--- config.mk ---
export PLATFORM = sky130hd
export DESIGN_NAME = mpd_monitor_regs
export DESIGN_NICKNAME = d
export VERILOG_FILES = /design/src/hw/mpd_pkg.sv /design/src/hw/mpd_seq_if.sv /design/src/hw/mpd_conv_seq.sv /design/src/hw/mpd_port_detect.sv /design/src/hw/mpd_monitor_regs.sv
export VERILOG_INCLUDE_DIRS = /design/src /design/src/hw
export SDC_FILE = /design/constraint.sdc
export NUM_CORES = 1
export LEC_CHECK = 0
export BUFFER_PORTS_ARGS = -buffer_cell sky130_fd_sc_hd__buf_2
export CAP_MARGIN = 20
export CELL_PAD_IN_SITES_DETAIL_PLACEMENT = 0
export CELL_PAD_IN_SITES_GLOBAL_PLACEMENT = 1
export CORE_UTILIZATION = 30
export DETAILED_ROUTE_END_ITERATION = 6
export GPL_TIMING_DRIVEN = 0
export PLACE_DENSITY_LB_ADDON = 0.1
export REMOVE_ABC_BUFFERS = 1
export SYNTH_ARGS = -nofsm -noshare
export SYNTH_HDL_FRONTEND = slang
export SYNTH_SLANG_ARGS = --single-unit
export TNS_END_PERCENT = 100
--- constraint.sdc ---
create_clock -name clock -period 3.2 [get_ports clock]
set_input_delay 0.16 -clock clock [delete_from_list [all_inputs] [get_ports clock]]
set_output_delay 0.16 -clock clock [all_outputs]
set_load 0.01 [all_outputs]
--- src/hw/mpd_consts.svh ---
// Register map, field positions and timing constants of the monitor block
`ifndef MPD_CONSTS_SVH
`define MPD_CONSTS_SVH
`define MPD_A_CONV_CTRL 8'h13
`define MPD_A_VIN_HI 8'h14
`define MPD_A_VIN_LO 8'h15
`define MPD_A_IIN_HI 8'h16
`define MPD_A_IIN_LO 8'h17
`define MPD_A_VBAT_HI 8'h18
`define MPD_A_VBAT_LO 8'h19
`define MPD_A_IBAT_HI 8'h1a
`define MPD_A_IBAT_LO 8'h1b
`define MPD_A_VOUT_HI 8'h1c
`define MPD_A_VOUT_LO 8'h1d
`define MPD_A_TEMP 8'h1e
`define MPD_A_FLAGS 8'h21
`define MPD_A_MASKS 8'h22
`define MPD_A_SENSE 8'h23
`define MPD_A_PDCTRL 8'h24
`define MPD_A_DRIVE 8'h25
`define MPD_A_PTSTAT 8'h28
`define MPD_RST_ZERO 8'h00
`define MPD_RST_PDCTRL 8'h18
`define MPD_WM_MASKS 8'h30
`define MPD_WM_SENSE 8'h80
`define MPD_WM_PDCTRL 8'h3c
`define MPD_WM_DRIVE 8'h3e
`define MPD_B_RUN 7
`define MPD_B_SINGLE 6
`define MPD_B_SUPPLY 5
`define MPD_B_PTYPE 4
`define MPD_B_TMO 0
`define MPD_B_AUTO 2
`define MPD_B_DLY 3
`define MPD_B_DRV_EN 1
`define MPD_CH_VOUT 0
`define MPD_CH_TEMP 1
`define MPD_CH_IBAT 2
`define MPD_CH_VBAT 3
`define MPD_CH_IIN 4
`define MPD_CH_VIN 5
`define MPD_CURR_CH 6'h14
`define MPD_ALL_CH 6'h3f
`define MPD_CHG_IDLE 3'h0
`define MPD_LVL_ERR 3'h7
`define MPD_PT_NONE 3'h0
`define MPD_PT_BUSY 3'h1
`define MPD_PT_SDP 3'h2
`define MPD_PT_NSTD 3'h3
`define MPD_PT_CDP 3'h5
`define MPD_TMO_OFF 2'h0
`define MPD_TMO_SHORT 2'h1
`define MPD_TMO_LONG 2'h2
`define MPD_TMO_INF 2'h3
`define MPD_DRV_HIZ 2'h0
`define MPD_CLK_KHZ 20000
`define MPD_T_SENSE_MS 8
`define MPD_T_DLY_SHORT_MS 150
`define MPD_T_DLY_LONG_MS 300
`define MPD_T_DCD_SHORT_MS 600
`define MPD_T_DCD_LONG_MS 900
`endif

--- src/hw/mpd_pkg.sv ---
// Types shared by the monitor and port detection modules
`default_nettype none
package mpd_pkg;
  typedef logic [1:0] mpd_drive_t;
  typedef enum logic [1:0] {
    SEQ_IDLE = 2'b00, SEQ_START = 2'b01, SEQ_WAIT = 2'b11, SEQ_NEXT = 2'b10
  } mpd_seq_state_t;
  typedef enum logic [2:0] {
    PD_IDLE = 3'b000, PD_DELAY = 3'b001, PD_DCD = 3'b011,
    PD_CLASS = 3'b010, PD_DONE = 3'b110
  } mpd_pd_state_t;
endpackage
`default_nettype wire

--- src/hw/mpd_seq_if.sv ---
// Link between the register bank and the channel sequencer
`default_nettype none
interface mpd_seq_if;
  logic run;
  logic single;
  logic [5:0] enabled;
  logic done;
  logic start;
  logic [2:0] chan;
  logic pass_done;
  modport seq (input run, single, enabled, done,
    output start, chan, pass_done);
  modport bank (output run, single, enabled, done,
    input start, chan, pass_done);
endinterface
`default_nettype wire

--- src/hw/mpd_conv_seq.sv ---
// Channel sequencer of the monitoring converter
`default_nettype none
module mpd_conv_seq (
  input wire logic clock,
  input wire logic reset,
  mpd_seq_if.seq sq
);
  import mpd_pkg::*;
  mpd_seq_state_t state, next_state;
  logic [2:0] chan, next_chan;
  logic hit_first, hit_next;
  logic [2:0] idx_first, idx_next;

  // Lowest enabled channel at or above from
  function automatic logic [3:0] pick(input logic [5:0] en,
                                      input logic [2:0] from);
    logic [3:0] r;
    r = 4'h0;
    for (int i = 5; i >= 0; i--) begin
      if (en[i] && 3'(i) >= from) r = {1'b1, 3'(i)};
    end
    return r;
  endfunction

  assign {hit_first, idx_first} = pick(sq.enabled, 3'h0);
  assign {hit_next, idx_next} = pick(sq.enabled, 3'(chan + 3'h1));
  assign sq.start = (state == SEQ_START);
  assign sq.chan = chan;
  assign sq.pass_done = (state == SEQ_NEXT && !(sq.run && hit_next)) ||
    (state == SEQ_IDLE && sq.run && sq.single && !hit_first); // see RULE1

  always_comb begin
    next_state = state;
    next_chan = chan;
    unique case (state)
      SEQ_IDLE: if (sq.run && hit_first) begin // see RULE4
        next_state = SEQ_START;
        next_chan = idx_first;
      end
      SEQ_START: next_state = SEQ_WAIT;
      SEQ_WAIT: if (sq.done) next_state = SEQ_NEXT;
      SEQ_NEXT: begin
        // Continuous mode re-enters through idle
        if (sq.run && hit_next) begin // see RULE3
          next_state = SEQ_START;
          next_chan = idx_next;
        end else begin
          next_state = SEQ_IDLE;
        end
      end
    endcase
  end

  always_ff @(posedge clock) begin
    if (reset) begin
      state <= SEQ_IDLE;
      chan <= 3'h0;
    end else begin
      state <= next_state;
      chan <= next_chan;
    end
  end
endmodule
`default_nettype wire

--- src/hw/mpd_port_detect.sv ---
// Port type detection sequence with contact-detect timing
`default_nettype none
`include "mpd_consts.svh"
module mpd_port_detect #(
  parameter int CNT_W = 25,
  parameter int DLY_SHORT = 3000000,
  parameter int DLY_LONG = 6000000,
  parameter int TMO_SHORT = 12000000,
  parameter int TMO_LONG = 18000000
) (
  input wire logic clock,
  input wire logic reset,
  input wire logic auto_en,
  input wire logic vac_ok,
  input wire logic vbus_ok,
  input wire logic dp_low,
  input wire logic [1:0] tmo_sel,
  input wire logic dly_sel,
  input wire logic class_valid,
  input wire logic [2:0] class_code,
  output logic [2:0] status,
  output logic detecting,
  output logic timeout
);
  import mpd_pkg::*;
  mpd_pd_state_t state, next_state;
  logic [CNT_W-1:0] cnt, dly_lim, tmo_lim;
  logic [2:0] result;
  logic tmo_hit, timed, cnt_clr;

  assign dly_lim = dly_sel ? CNT_W'(DLY_LONG - 1) : CNT_W'(DLY_SHORT - 1);
  assign tmo_lim = (tmo_sel == `MPD_TMO_LONG) ? CNT_W'(TMO_LONG - 1) :
    CNT_W'(TMO_SHORT - 1); // see RULE16
  assign timed = (tmo_sel == `MPD_TMO_SHORT) || (tmo_sel == `MPD_TMO_LONG);
  assign tmo_hit = (state == PD_DCD) && !dp_low && timed && cnt >= tmo_lim;
  assign detecting = (state == PD_DELAY) || (state == PD_DCD) ||
    (state == PD_CLASS);
  assign status = (state == PD_IDLE) ? `MPD_PT_NONE :
    (state == PD_DONE) ? result : `MPD_PT_BUSY; // see RULE21
  // Delay counts only while the bus is present
  assign cnt_clr = (next_state != state) || (state == PD_DELAY && !vbus_ok);

  always_comb begin
    next_state = state;
    unique case (state)
      PD_IDLE: if (auto_en && vac_ok) next_state = PD_DELAY; // see RULE18
      PD_DELAY: if (vbus_ok && cnt >= dly_lim) next_state = PD_DCD; // see RULE17
      PD_DCD: begin
        if (tmo_sel == `MPD_TMO_OFF || dp_low || tmo_hit) begin // see RULE16
          next_state = PD_CLASS;
        end
      end
      PD_CLASS: if (class_valid) next_state = PD_DONE;
      PD_DONE: next_state = PD_DONE;
      default: next_state = PD_IDLE;
    endcase
    if (!vac_ok) next_state = PD_IDLE;
  end

  always_ff @(posedge clock) begin
    if (reset) begin
      state <= PD_IDLE;
      cnt <= '0;
      result <= `MPD_PT_NONE;
      timeout <= 1'b0;
    end else begin
      state <= next_state;
      cnt <= cnt_clr ? '0 : CNT_W'(cnt + 1'b1);
      timeout <= tmo_hit; // see RULE22
      if (state == PD_CLASS && class_valid) begin
        // Reserved classifier codes fall back to non-standard
        result <= (class_code >= `MPD_PT_SDP && class_code <= `MPD_PT_CDP) ?
          class_code : `MPD_PT_NSTD; // see RULE21
      end
    end
  end
endmodule
`default_nettype wire

--- src/hw/mpd_monitor_regs.sv ---
// Monitor converter and port detection register bank
//------------------------------------------------------------
// Functional notes
//------------------------------------------------------------
// Functional notes
// RULE1: One-shot clears conversion_run after all selected channels finish.
// RULE2: While charge_mode_sel is 000, both current channels never convert.
// RULE3: conversion_mode_sel 0 repeats continuously, 1 does one pass.
// RULE4: Bits 5..0 skip input V, input I, batt V, batt I, temp, output V.
// RULE5: Input voltage is 12-bit, 4 mV, split high nibble and low byte.
// RULE6: Input current is 12-bit, 2 mA, split the same way.
// RULE7: Battery voltage is 12-bit, 2 mV, split high nibble and low byte.
// RULE8: Battery current is 12-bit, 2.5 mA, top bit 5120 mA, split.
// RULE9: Output voltage is 12-bit, 2 mV, split into a register pair.
// RULE10: Die temperature is one 8-bit code, degrees equal code minus 40.
// RULE11: Supply arrival or loss sets supply_change_event; read clears it.
// RULE12: Any change of port type sets port_type_change_event; read clears.
// RULE13: Mask bits keep flags setting but block the interrupt; reset 0.
// RULE14: line_sense_enable refreshes both line levels every 8 ms.
// RULE15: Line level codes 0..4 for listed bands, 111 when outside all.
// RULE16: Timeout select: 00 skip, 01 600 ms, 10 900 ms, 11 wait low.
// RULE17: Contact detect starts after 150 or 300 ms delay, default 300.
// RULE18: auto_port_detect_enable starts detection once supply is present.
// RULE19: Drive codes hi-Z, 0 V, 0.6 V, 3.3 V; ignored during detection.
// RULE20: line_drive_enable gates both line drivers, default off.
// RULE21: Port type codes 000..101 as defined, 110 and 111 reserved.
// RULE22: Contact-detect expiry sets its flag and interrupts; read clears.
// RULE23: Reserved bits read zero; read-only fields ignore writes.
// RULE24: Host reads high then low back to back for a coherent value.
`default_nettype none
`include "mpd_consts.svh"
module mpd_monitor_regs #(
  parameter int SENSE_W = 18,
  parameter int CNT_W = 25,
  parameter int SENSE_CYC = `MPD_T_SENSE_MS * `MPD_CLK_KHZ,
  parameter int DLY_SHORT = `MPD_T_DLY_SHORT_MS * `MPD_CLK_KHZ,
  parameter int DLY_LONG = `MPD_T_DLY_LONG_MS * `MPD_CLK_KHZ,
  parameter int TMO_SHORT = `MPD_T_DCD_SHORT_MS * `MPD_CLK_KHZ,
  parameter int TMO_LONG = `MPD_T_DCD_LONG_MS * `MPD_CLK_KHZ
) (
  input wire logic clock,
  input wire logic reset,
  input wire logic [7:0] reg_addr,
  input wire logic reg_wr,
  input wire logic reg_rd,
  input wire logic [7:0] reg_wdata,
  output logic [7:0] reg_rdata,
  input wire logic [2:0] charge_mode_sel,
  input wire logic host_watchdog,
  output logic conv_start,
  output logic [2:0] conv_chan,
  input wire logic conv_done_pin,
  input wire logic [11:0] conv_code_pin,
  input wire logic vac_pin,
  input wire logic vbus_pin,
  input wire logic dp_low_pin,
  input wire logic class_valid_pin,
  input wire logic [2:0] class_code_pin,
  input wire logic [4:0] plus_band_pin,
  input wire logic [4:0] minus_band_pin,
  output logic line_sense_enable,
  output mpd_pkg::mpd_drive_t plus_drive,
  output mpd_pkg::mpd_drive_t minus_drive,
  output logic port_detecting,
  output logic irq_out_n
);
  import mpd_pkg::*;

  //------------------------------------------------------------
  // Pin synchronisers
  //------------------------------------------------------------
  localparam int SW = 30;
  logic [SW-1:0] sync_a, sync_b;
  logic done_q, vac_q;
  logic done_rise, vac_ok, vbus_ok, dp_low, class_valid;
  logic [11:0] conv_code;
  logic [2:0] class_code;
  logic [4:0] plus_band, minus_band;

  assign {done_rise, conv_code} = {sync_b[29] & ~done_q, sync_b[28:17]};
  assign {vac_ok, vbus_ok, dp_low, class_valid} = sync_b[16:13];
  assign {class_code, plus_band, minus_band} = sync_b[12:0];

  always_ff @(posedge clock) begin
    if (reset) begin
      sync_a <= '0;
      sync_b <= '0;
      done_q <= 1'b0;
      vac_q <= 1'b0;
    end else begin
      sync_a <= {conv_done_pin, conv_code_pin, vac_pin, vbus_pin,
        dp_low_pin, class_valid_pin, class_code_pin, plus_band_pin,
        minus_band_pin};
      sync_b <= sync_a;
      done_q <= sync_b[29];
      vac_q <= vac_ok;
    end
  end

  //------------------------------------------------------------
  // Registers and decode
  //------------------------------------------------------------
  logic [7:0] conv_ctrl, next_conv_ctrl, masks, sense, pd_ctrl, drive;
  logic [7:0] flags, rd_val;
  logic tmo_flag;
  logic [11:0] res [6];
  logic [5:0] enabled;
  logic [2:0] ptype, ptype_q;
  logic supply_ev, ptype_ev, pd_tmo, clr_flags, clr_tmo;
  logic wr_ctrl, sense_tick, irq_any;
  logic [SENSE_W-1:0] sense_cnt;

  assign wr_ctrl = reg_wr && reg_addr == `MPD_A_CONV_CTRL;
  assign clr_flags = reg_rd && reg_addr == `MPD_A_FLAGS;
  assign clr_tmo = reg_rd && reg_addr == `MPD_A_PTSTAT;
  assign supply_ev = vac_ok != vac_q; // see RULE11
  assign ptype_ev = ptype != ptype_q; // see RULE12
  assign sense_tick = sense_cnt == SENSE_W'(SENSE_CYC - 1);
  // Current sensing is meaningless without an active charge path
  assign enabled = ~conv_ctrl[5:0] & ((charge_mode_sel == `MPD_CHG_IDLE) ?
    ~`MPD_CURR_CH : `MPD_ALL_CH); // see RULE2
  assign irq_any = (flags[`MPD_B_SUPPLY] & ~masks[`MPD_B_SUPPLY]) |
    (flags[`MPD_B_PTYPE] & ~masks[`MPD_B_PTYPE]) | tmo_flag; // see RULE13
  assign line_sense_enable = sense[7];

  function automatic logic [7:0] hi(input logic [11:0] v);
    return {4'h0, v[11:8]}; // see RULE5
  endfunction

  function automatic logic [2:0] band(input logic [4:0] b);
    logic [2:0] c;
    c = `MPD_LVL_ERR;
    for (int i = 0; i < 5; i++) begin
      if (b == 5'(1 << i)) c = 3'(i);
    end
    return c; // see RULE15
  endfunction

  //------------------------------------------------------------
  // Channel sequencer
  //------------------------------------------------------------
  mpd_seq_if sq ();
  assign sq.run = conv_ctrl[`MPD_B_RUN];
  assign sq.single = conv_ctrl[`MPD_B_SINGLE]; // see RULE3
  assign sq.enabled = enabled; // see RULE4
  assign sq.done = done_rise;
  assign conv_start = sq.start;
  assign conv_chan = sq.chan;

  mpd_conv_seq u_seq (
    .clock(clock),
    .reset(reset),
    .sq(sq)
  );

  always_comb begin
    next_conv_ctrl = conv_ctrl;
    if (wr_ctrl) next_conv_ctrl = reg_wdata;
    else if (host_watchdog) next_conv_ctrl[`MPD_B_RUN] = 1'b0;
    else if (sq.pass_done && conv_ctrl[`MPD_B_SINGLE])
      next_conv_ctrl[`MPD_B_RUN] = 1'b0; // see RULE1
  end

  //------------------------------------------------------------
  // Port detection
  //------------------------------------------------------------
  mpd_port_detect #(
    .CNT_W(CNT_W),
    .DLY_SHORT(DLY_SHORT),
    .DLY_LONG(DLY_LONG),
    .TMO_SHORT(TMO_SHORT),
    .TMO_LONG(TMO_LONG)
  ) u_pd (
    .clock(clock),
    .reset(reset),
    .auto_en(pd_ctrl[`MPD_B_AUTO]),
    .vac_ok(vac_ok),
    .vbus_ok(vbus_ok),
    .dp_low(dp_low),
    .tmo_sel(pd_ctrl[5:4]),
    .dly_sel(pd_ctrl[`MPD_B_DLY]),
    .class_valid(class_valid),
    .class_code(class_code),
    .status(ptype),
    .detecting(port_detecting),
    .timeout(pd_tmo)
  );

  //------------------------------------------------------------
  // Register state
  //------------------------------------------------------------
  always_ff @(posedge clock) begin
    if (reset) begin
      conv_ctrl <= `MPD_RST_ZERO;
      masks <= `MPD_RST_ZERO;
      sense <= `MPD_RST_ZERO;
      pd_ctrl <= `MPD_RST_PDCTRL;
      drive <= `MPD_RST_ZERO;
      flags <= `MPD_RST_ZERO;
      tmo_flag <= 1'b0;
      ptype_q <= `MPD_PT_NONE;
      sense_cnt <= '0;
      for (int i = 0; i < 6; i++) res[i] <= 12'h000;
    end else begin
      conv_ctrl <= next_conv_ctrl;
      if (reg_wr && reg_addr == `MPD_A_MASKS)
        masks <= reg_wdata & `MPD_WM_MASKS; // see RULE23
      if (reg_wr && reg_addr == `MPD_A_PDCTRL)
        pd_ctrl <= reg_wdata & `MPD_WM_PDCTRL;
      if (reg_wr && reg_addr == `MPD_A_DRIVE)
        drive <= reg_wdata & `MPD_WM_DRIVE;
      if (reg_wr && reg_addr == `MPD_A_SENSE)
        sense[7] <= reg_wdata[7];
      else if (sense[7] && sense_tick)
        sense[6:0] <= {band(plus_band), 1'b0, band(minus_band)}; // see RULE14
      sense_cnt <= (!sense[7] || sense_tick) ? '0 :
        SENSE_W'(sense_cnt + 1'b1);
      // A new event in the read cycle survives the clear
      flags[`MPD_B_SUPPLY] <= supply_ev |
        (flags[`MPD_B_SUPPLY] & ~clr_flags); // see RULE11
      flags[`MPD_B_PTYPE] <= ptype_ev |
        (flags[`MPD_B_PTYPE] & ~clr_flags); // see RULE12
      tmo_flag <= pd_tmo | (tmo_flag & ~clr_tmo); // see RULE22
      ptype_q <= ptype;
      if (done_rise) res[sq.chan] <= conv_code; // see RULE6
    end
  end

  //------------------------------------------------------------
  // Read path and outputs
  //------------------------------------------------------------
  always_comb begin
    unique case (reg_addr)
      `MPD_A_CONV_CTRL: rd_val = conv_ctrl;
      `MPD_A_VIN_HI: rd_val = hi(res[`MPD_CH_VIN]); // see RULE5
      `MPD_A_VIN_LO: rd_val = res[`MPD_CH_VIN][7:0];
      `MPD_A_IIN_HI: rd_val = hi(res[`MPD_CH_IIN]); // see RULE6
      `MPD_A_IIN_LO: rd_val = res[`MPD_CH_IIN][7:0];
      `MPD_A_VBAT_HI: rd_val = hi(res[`MPD_CH_VBAT]); // see RULE7
      `MPD_A_VBAT_LO: rd_val = res[`MPD_CH_VBAT][7:0];
      `MPD_A_IBAT_HI: rd_val = hi(res[`MPD_CH_IBAT]); // see RULE8
      `MPD_A_IBAT_LO: rd_val = res[`MPD_CH_IBAT][7:0];
      `MPD_A_VOUT_HI: rd_val = hi(res[`MPD_CH_VOUT]); // see RULE9
      `MPD_A_VOUT_LO: rd_val = res[`MPD_CH_VOUT][7:0];
      `MPD_A_TEMP: rd_val = res[`MPD_CH_TEMP][7:0]; // see RULE10
      `MPD_A_FLAGS: rd_val = flags;
      `MPD_A_MASKS: rd_val = masks;
      `MPD_A_SENSE: rd_val = sense;
      `MPD_A_PDCTRL: rd_val = pd_ctrl;
      `MPD_A_DRIVE: rd_val = drive;
      `MPD_A_PTSTAT: rd_val = {1'b0, ptype, 3'h0, tmo_flag}; // see RULE23
      default: rd_val = `MPD_RST_ZERO;
    endcase
  end

  always_ff @(posedge clock) begin
    if (reset) begin
      reg_rdata <= `MPD_RST_ZERO;
      irq_out_n <= 1'b1;
      plus_drive <= `MPD_DRV_HIZ;
      minus_drive <= `MPD_DRV_HIZ;
    end else begin
      if (reg_rd) reg_rdata <= rd_val;
      irq_out_n <= ~irq_any; // see RULE13
      // Detection owns the lines, so host settings wait
      if (drive[`MPD_B_DRV_EN] && !port_detecting) begin // see RULE20
        plus_drive <= drive[5:4];
        minus_drive <= drive[3:2];
      end else begin
        plus_drive <= `MPD_DRV_HIZ; // see RULE19
        minus_drive <= `MPD_DRV_HIZ;
      end
    end
  end
endmodule
`default_nettype wire

# Yosys cells after proc, flatten, opt, wreduce, memory -nomap -nowiden
# Memory sizes are Yosys's and may differ from the RTL's.
# Index checks and enable logic that the tools add are counted.
[totals] register_bits=162 ramBits=72 input_bits=54 output_inout_bits=19 wordCells=214 mem_count=1
[mem_list] memory="res" depth=6 word_bits=12 rd=6 rd_ports_with_merged_regs=0 write_ports=6 line_no="mpd_monitor_regs.sv:106" source="logic [11:0] res [6];"
[classes] n_addsub=3 n_lt_le_gt_ge=10 eq_ne=44 muxes=53 n_bitwise=21 reduce_logical=57
[op_table] op="case mux 8 bit (18 select lines)" n=1
[op_table] op="== test 8 x 5 -> 1 bit, second input constant" n=12
[op_table] op="two-way mux 3 bit" n=21
[op_table] op="greater-or-equal comparator 25 bit" n=2
[op_table] op="== test 8 x 6 -> 1 bit, second input constant" n=6
[op_table] op="two-way mux 4 bit" n=12
[op_table] op="logical AND 1 bit" n=30
[op_table] op="adder 25 x 1 -> 25 bit, second input constant" n=1
[op_table] op="two-way mux 25 bit" n=1
[op_table] op="two-way mux 23 bit" n=1
[op_table] op="adder 18 x 1 -> 18 bit, second input constant" n=1
[op_table] op="== test 18 bit, second input constant" n=1
[op_table] op="case mux 3 bit (5 select lines)" n=1
[op_table] op="two-way mux 12 bit" n=1
[op_table] op="OR reduction 12 bit" n=1
[op_table] op="== test 5 x 1 -> 1 bit, second input constant" n=2
[op_table] op="== test 5 x 2 -> 1 bit, second input constant" n=2
[op_table] op="== test 5 x 3 -> 1 bit, second input constant" n=2
[op_table] op="== test 5 x 4 -> 1 bit, second input constant" n=2
[op_table] op="== test 5 bit, second input constant" n=2
[op_table] op="two-way mux 1 bit" n=10
[op_table] op="logical OR 1 bit" n=8
[op_table] op="NOT 1 bit" n=8
[op_table] op="case mux 2 bit (4 select lines)" n=1
[op_table] op="29 further kinds" n=59

# Longest topological paths before layout
# Gate-level depths: netlist (run 1).
[logic_depth] word_depth=18 ltp_mapped=12 ltp_nobuf=10

# Cells and area by module
# A second synthesis (run 1) with hierarchy kept.
[hier_totals] hier_cells=1105 hier_area_um2=10691.5
[modules_own_cells] mod="mpd_monitor_regs" n_inst=1 cells_per_inst=769 area_each_um2=7882.6 seq_area_each_um2=4544.4
[modules_own_cells] mod="mpd_port_detect" n_inst=1 cells_per_inst=268 area_each_um2=2273.4 seq_area_each_um2=640.6
[modules_own_cells] mod="mpd_conv_seq" n_inst=1 cells_per_inst=68 area_each_um2=535.5 seq_area_each_um2=100.1

# Worst setup path before layout (run 1)
# No wires, ideal clock.
[synth_timing] path_kind="register -> register" from="register pd_ctrl[4]" to="register u_pd.cnt[10]" setup_ns=0.130 arrival_ns=2.232 required_time_ns=3.070 setup_slack_ns=0.838 stages_incl_launch_ff=10 path_buffers=1 period_less_slack_ns=2.362 cell_sequence="dfxtp_1 > inv_1 > ha_1 > or3b_1 > a2111oi_4 > a32oi_1 > a41o_1 > a21oi_4 > buf_6 > nor3_1"
[synth_between] elab_chain_cells=11 elab_cells_between_ends=16 classes_between="order compare: 1; eq/ne: 3; mux: 4; reduce/logical: 8"
[synth_lines] item="start, declared" line_no="mpd_monitor_regs.sv:103" source="logic [7:0] conv_ctrl, next_conv_ctrl, masks, sense, pd_ctrl, drive;"
[synth_lines] item="start signal, assigned" line_no="mpd_monitor_regs.sv:197" source="pd_ctrl <= `MPD_RST_PDCTRL;"
[synth_lines] item="start signal, assigned" line_no="mpd_monitor_regs.sv:209" source="pd_ctrl <= reg_wdata & `MPD_WM_PDCTRL;"
[synth_lines] item="== test 2 bit (no source line) or == test 2 x 1 -> 1 bit (tied branches)"
[synth_lines] item="two-way mux 25 bit or logical OR 1 bit (tied branches)" line_no="mpd_port_detect.sv:32, mpd_port_detect.sv:34"
[synth_lines] item="greater-or-equal comparator 25 bit or logical AND 1 bit (tied branches)" line_no="mpd_port_detect.sv:35" source="assign tmo_hit = (state == PD_DCD) && !dp_low && timed && cnt >= tmo_lim;"
[synth_lines] item="logical AND 1 bit" line_no="mpd_port_detect.sv:35"
[synth_lines] item="logical OR 1 bit *" line_no="mpd_port_detect.sv:49" source="if (tmo_sel == `MPD_TMO_OFF || dp_low || tmo_hit) begin"
[synth_lines] item="two-way mux 3 bit *" line_no="mpd_port_detect.sv:49"
[synth_lines] item="case mux 3 bit (5 select lines) *" line_no="mpd_port_detect.sv:45" source="unique case (state)"
[synth_lines] item="two-way mux 3 bit *" line_no="mpd_port_detect.sv:57" source="if (!vac_ok) next_state = PD_IDLE;"
[synth_lines] item="!= test 3 bit *" line_no="mpd_port_detect.sv:41" source="assign cnt_clr = (next_state != state) || (state == PD_DELAY && !vbus_ok);"
[synth_lines] item="logical OR 1 bit *" line_no="mpd_port_detect.sv:41"
[synth_lines] item="OR reduction 2 bit (no source line) *"
[synth_lines] item="end signal, assigned" line_no="mpd_port_detect.sv:68" source="cnt <= cnt_clr ? '0 : CNT_W'(cnt + 1'b1);"
[synth_lines] item="end, declared" line_no="mpd_port_detect.sv:27" source="logic [CNT_W-1:0] cnt, dly_lim, tmo_lim;"
# Every way passes the cells marked *; elsewhere a longest branch is shown, timed or not.
# A chain may end at the register's enable or synchronous reset.

# Worst setup path after layout (run 1)
[layout_timing] from="register pd_ctrl[4]" to="register u_pd.cnt[7]"
# The elaborated chain is that of the path after synthesis.

==> metrics.md, run 1 <==
| Metric | Value |
|---|---|
| Number of I/O pins | between 70 and 80 |
| Seq cells post-synth | 230 |
| Fin nets | 1224 |
| CP startpoint | pd_ctrl[4]$_SDFFE_PP1P_ |
| Crit-path max cell delay | a little over 600 ps |
| Type of the worst min-delay path | in2reg |
| Vias post-DR | just under 8000 |
| CP arrival | roughly 3400 ps |
| CTS Buf Count | 28 |
| Post-synth EDFFs | 68 |
| Worst-Skew Late Latency | 560 ps |
| Post-Place Cell Area | between 10000 and 15000 sq um |
| Max-Cap Viols | 0 |
| Post-synthesis sequential area ratio | 0.5190 |
| Finish-stage setup viols | 0 |
| Pin count of the biggest net entering global routing | 76 |
| Fin. max-slew vios | 0 |
| H-tree levels | 1 |
| Die Y | around 190 um |
| GP Congestion | ~0.80 |
| Drt wl/cell | around 17 um |
| Worst r2r path cells | 8 |
| Clk_skew | between 10 and 15 ps |
| Site row count | 67 |
| Leakage power | 4.577 nW |
| Yosys top cell area share | 0.3185 |
| Clk buf depth | 3 |
| DP HPWL | 17.93 mm |
| Remaining routing DRC violations | 0 |
| IO Port Bufs | just over 70 |
| Antenna Cells | 0 |
| CP Capture Point | u_pd.cnt[7]$_SDFF_PP0_ |
| Crit start category | flip-flop |
| Grt ovf | 0 |
| Synth Cell Area | slightly above 10000 sq um |
| Dpl cells | approximately 1500 |
| Worst slew pin tran | 964.1 ps |
| Critical-path cell with the highest stage delay | a21oi_2 |
| Critical Path End Type | flip-flop |
| Mapped Cells | ~1100 |
| Crit path time final | between 3000 and 4000 ps |
| Routed WL | about 28 mm |
| Outcome | finished clean |
| Post-route ant nets | 0 |
| Total track usage | 0.1604 |
| Worst Hold Slack | a little under 30 ps |
| Slew headroom | 0.3566 |
| Die ar. | between 30000 and 40000 sq um |
| Final Util | 0.3674 |
| R2r setup slk | slightly below 200 ps |
| Worst-path clk slew | 60 ps |
| First-pass GRT wire length | between 40 and 50 mm |
| CTS sink cnt | between 200 and 250 |
| Starting Density | 0.3045 |
| Max VDD drop | between 300 and 400 uV |
| PwrDens | 550.5 nW/um^2 |
| Unrepaired setup endpoints after global routing | false |
| Synthesis warning total | 0 |
| Sum Neg Setup Slack | 0 ps |
| Final Hold Vio Count | 0 |
| Area delta synth->final | 20.67% |
| Peak Freq | about 330 MHz |
| Final std cells w/o fill | 1616 |
| Cell taking the most area after synthesis | dfxtp_1 |
| Unique masters post-synth | 68 |
| CTS tree | done |
| Vias in the first global route | roughly 7400 |
| Max Fanout on Critical Path | 12 |
| Share of cells above drive strength 1 | 0.1267 |
| Number of antenna violations at the first check in global routing | 1 |
| Final worst-path cycle share | 0.9389 |
| Setup Crit Path Kind | reg2reg |
| Synth Flop Type | dfxtp_1 |
| Drt via density | slightly below 5 |
| Iter 0 DRT Violations | ~480 |
| Worst endpoint required time | approximately 3600 ps |
| CP Cell Sequence | inv_1 -> ha_1 -> or3b_1 -> a2111oi_4 -> a32oi_1 -> a41o_1 -> a21oi_2 -> nor3_1 |
| RR Startpoint | pd_ctrl[4]$_SDFFE_PP1P_ |
| Synth top area cells | dfxtp_1 32%, edfxtp_1 20%, nor2_1 5.1% |
| Syn_area_per_cell | between 9 and 10 sq um |
| Post-route cell area | 12290 sq um |
| Core area | between 30000 and 40000 sq um |
| Post-synth ARST share | 0 |
| Clk root buf | clkbuf_16 |
| First-pass iteration count of the detailed router | 5 |
| DIE WIDTH | about 190 um |
| RR Endpoint | u_pd.cnt[7]$_SDFF_PP0_ |
routing by layer:
| layer | GRT usage | up-vias | part of all wire |
|---|---|---|---|
| li1 | - | 3917 | - |
| met1 | 0.2300 | 3710 | 0.50 |
| met2 | 0.2479 | 154 | 0.44 |
| met3 | 0.02336 | 48 | 0.038 |
| met4 | 0.04852 | 2 | 0.025 |
| met5 | 0 | - | 0.00032 |
kinds of logic after synthesis:
group           Yosys count  share of synthesized area
simple gates            478                     0.2374
flops                   230                     0.5190
compound gates          172                     0.1176
buf+inv                  90                    0.03661
xor+xnor                 55                    0.04730
fa+ha+maj                24                    0.02949
mux                      11                    0.01265
synth_stat cells, types with 29 or more instances:
cell type and number:
nor2b_1 67, inv_1 32, dfxtp_1 162, a21oi_1 36
nor3_1 50, clkbuf_1 43, nand3_1 58, nor2_1 139
o21ai_0 29, nand2_1 74, xor2_1 39, edfxtp_1 68
repair_timing:
item / 4_1_cts / 5_1_grt
hold buffers: 38 / 0
endpoints found under the hold margin: 50 / 0
gates resized for setup: 0 / 1
endpoints found under the setup margin: 0 / 25
buffers inserted: 0 / 0
power by group:
part | internal, mW | switching (mW)
Sequential | 3.08 | 0.0332
Clock | 2.06 | 1.29
Combinational | 0.127 | 0.174
how the worst min path moves through the flow:
stage / startpoint / end / cells past startpoint
floorplan: reset / u_seq.state[1]$_SDFFE_PP0P_ / 1
CTS: host_watchdog / conv_ctrl[7]$_SDFFE_PP0P_ / 5
finish: host_watchdog / conv_ctrl[7]$_SDFFE_PP0P_ / 5
global route: host_watchdog / conv_ctrl[7]$_SDFFE_PP0P_ / 5
global placement: conv_code_pin[2] / sync_a[19]$_SDFF_PP0_ / 2
detailed placement: conv_code_pin[1] / sync_a[18]$_SDFF_PP0_ / 2
flip-flops by register name, indices dropped and copies added (netlist names), 3 cells and up:
signal and cells:
pd_ctrl 4, u_pd.result 3, sync_b 30, res 68, sync_a 30, drive 5
sense_cnt 18, u_seq.sq.chan 3, sense 7, conv_ctrl 8, u_pd.cnt 25, ptype_q 3
reg_rdata 8, u_pd.state 3
final cells by class:
type | count | area (sq um)
multi-input combinational | 741 | 4543
sequential | 230 | 5285
fill | 3476 | 21160
inverter | 32 | 120.1
timing repair buffer | 113 | 783.3
clock buffer | 37 | 828.3
tap | 448 | 560.5
clock inverter | 15 | 167.7
placed cells by master (no fill, tap or decap), types with 7 or more instances in the layout:
| cell type | n |
|---|---|
| nand4_1 | 12 |
| nand2b_1 | 16 |
| nor2b_1 | 67 |
| and3_1 | 11 |
| ha_1 | 24 |
| o21ai_0 | 29 |
| xnor2_1 | 16 |
| nor3_1 | 50 |
| inv_1 | 32 |
| and2_1 | 10 |
| o22ai_1 | 8 |
| nand3_1 | 58 |
| clkbuf_16 | 31 |
| xor2_1 | 39 |
| nor2_1 | 139 |
| clkinv_2 | 8 |
| a211oi_1 | 18 |
| a22oi_1 | 21 |
| buf_2 | 72 |
| edfxtp_1 | 68 |
| a21oi_1 | 36 |
| nand2_1 | 74 |
| o211ai_1 | 7 |
| dlygate4sd3_1 | 38 |
| dfxtp_1 | 162 |
critical path, delay by kind of cell, from the launching register on:
kind	cells	cell delay, ps
AO/OA/AOI/OAI	4	1460
AND/OR/NAND/NOR	2	600
flip-flops	1	360
adder cells (fa/ha/maj)	1	340
buffers and inverters	1	90
metrics by stage:
stage | power, mW | setup slack (ps)
after CTS | 6.882 | 96.64
after floorplan | 3.288 | 735.4
final | 6.765 | 195.5
after detailed placement | 3.446 | 121.1
after global routing | 7.021 | 23.39
after global placement | 3.441 | -2282
(Power assumes the default switching activity.)
==> inputs of run 2 (changes only) <==
- CORE_UTILIZATION: 30 -> 32
==> run 2 against run 1 <==
Effect of this change: critical path type unchanged; global-route usage grew 0.33 points; critical path depth is the same; first-iteration DRC count grew 2.9%; maximum frequency grew 1.2%; cell count shrank 3.5%; wire length shrank 3.9%; power shrank 5.0%; critical endpoint is now u_pd.cnt[24]$_SDFF_PP0_; largest cell class unchanged.
==> metrics.md, run 2 (synthesized netlist as in run 1, its figures left out) <==
| Metric | Value |
|---|---|
| Commonest cells after routing, fill and taps aside | 162 x dfxtp_1, 139 x nor2_1, 74 x nand2_1 |
| Outcome | finished clean |
| Total track usage | 0.1636 |
| Number of I/O pins | 73 |
| Crit-path max cell delay | 610 ps |
| Site row count | 64 |
| Die Y | approximately 180 um |
| Drt wl/cell | approximately 17 um |
| Max Fanout on Critical Path | 25 |
| Post-route cell area | 12100 sq um |
| Starting Density | 0.3295 |
| H-tree levels | 1 |
| Iter 0 DRT Violations | just under 500 |
| Top reg by flops | res |
| Share of cells above drive strength 1 | 0.1194 |
| Post-route ant nets | 0 |
| Final Hold Vio Count | 0 |
| Slew headroom | 0.3356 |
| Worst-Skew Late Latency | between 500 and 600 ps |
| Core area | between 30000 and 40000 sq um |
| Critical Path End Type | flip-flop |
| CTS Buf Count | 28 |
| DIE WIDTH | around 180 um |
| Post-CTS Setup Inserts | 0 |
| CP startpoint | pd_ctrl[4]$_SDFFE_PP1P_ |
| Setup Crit Path Kind | reg2reg |
| Antenna Cells | 0 |
| Clk buf depth | 3 |
| First-pass iteration count of the detailed router | 5 |
| CP Cell Sequence | inv_1 -> ha_1 -> or3b_1 -> a2111oi_4 -> a32oi_1 -> a41o_1 -> a21oi_4 -> nor3_1 |
| Total Power | roughly 6.4 mW |
| Top Registers | res (68), sync_a (30), sync_b (30) |
| Critical-path cell with the highest stage delay | a21oi_4 |
| Worst-path clk slew | ~60 ps |
| Max-Cap Viols | 0 |
| Unrepaired setup endpoints after global routing | false |
| Vias post-DR | between 7000 and 8000 |
| Post-Place Cell Area | about 11000 sq um |
| Fin nets | 1222 |
| Drt via density | 4.978 |
| Max FFs per register | 68 |
| Number of antenna violations at the first check in global routing | 0 |
| GP Congestion | between 0.7 and 0.8 |
| Hold Startpoint | reset |
| CTS sink cnt | 230 |
| Type of the worst min-delay path | in2reg |
| Leakage power | ~4.5 nW |
| IO Port Bufs | 72 |
| Final std cells w/o fill | 1560 |
| Max VDD drop | around 420 uV |
| RR Startpoint | pd_ctrl[4]$_SDFFE_PP1P_ |
| Routed WL | roughly 27 mm |
| DP HPWL | around 17 mm |
| Clk root buf | clkbuf_16 |
| First-pass GRT wire length | between 40 and 50 mm |
| CP arrival | about 3400 ps |
| Remaining routing DRC violations | 0 |
| Crit start category | flip-flop |
| Fin. max-slew vios | 0 |
| Die ar. | 32540 sq um |
| CTS tree | done |
| Crit path time final | 2970 ps |
| Grt ovf | 0 |
| Finish-stage setup viols | 0 |
| Final worst-path cycle share | 0.9282 |
| Worst endpoint required time | 3590 ps |
| Clk_skew | 33.31 ps |
| Pin count of the biggest net entering global routing | 74 |
| Peak Freq | between 300 and 400 MHz |
| Worst slew pin tran | between 900 and 1000 ps |
| Vias in the first global route | between 7000 and 8000 |
| Most common cell after layout, fill and taps aside | dfxtp_1 |
| Dpl cells | 1472 |
| PwrDens | around 530 nW/um^2 |
| Area delta synth->final | 18.81% |
[run 2: report_power, final]
group          switching [mW]  internal (mW)
registers              0.0341           3.08
logic                   0.171          0.126
clock network            1.26           1.75
[run 2: metrics by stage]
| step | setup slack, ps | TNS, ps | hold slack, ps | utilization |
|---|---|---|---|---|
| finish | 229.8 | 0 | 65.60 | 0.3914 |
| global route | 2.207 | 0 | 92.93 | 0.3914 |
| CTS | 154.4 | 0 | 54.10 | 0.3914 |
| detailed placement | 161.5 | 0 | 371.6 | 0.3504 |
| global placement | -2140 | -130020 | 366.1 | 0.3490 |
| floorplan | 735.4 | 0 | 226.7 | - |
[run 2: what timing repair did]
| action | in CTS | in global routing |
|---|---|---|
| resized for setup | 0 | 1 |
| hold endpoints to repair | 49 | 0 |
| hold buffers | 38 | 0 |
| setup endpoints to repair | 0 | 25 |
[run 2: cell type report]
cell class,count,area [sq um]
fill,3108,18810
sequential,230,5285
multi-input combinational,740,4534
clock buffer,40,805.8
timing repair buffer,112,778.2
tap,396,495.5
inverter,32,120.1
clock inverter,10,80.08
[run 2: final timing paths]
path	end	slack, ps	cells after the start
worst max-delay path	u_pd.cnt[24]$_SDFF_PP0_	230	8
worst min-delay path	sync_a[25]$_SDFF_PP0_	70	2
worst max register to register	u_pd.cnt[24]$_SDFF_PP0_	230	8
worst min register to register	sync_b[11]$_SDFF_PP0_	430	1
[run 2: critical path, delay by kind of cell (launching register included)]
family / cells / cell delay (ps)
AO/OA/AOI/OAI: 4 / 1430
flip-flops: 1 / 350
buffers and inverters: 1 / 80
AND/OR/NAND/NOR: 2 / 600
adder cells (fa/ha/maj): 1 / 350
[run 2: metal layers]
metal | vias up | GRT usage | wire [um]
met4 | 0 | 0.03795 | 492
met2 | 165 | 0.2626 | 12020
met1 | 3651 | 0.2326 | 13200
met5 | - | 0.002963 | 0
met3 | 38 | 0.02122 | 1090
li1 | 3912 | - | -
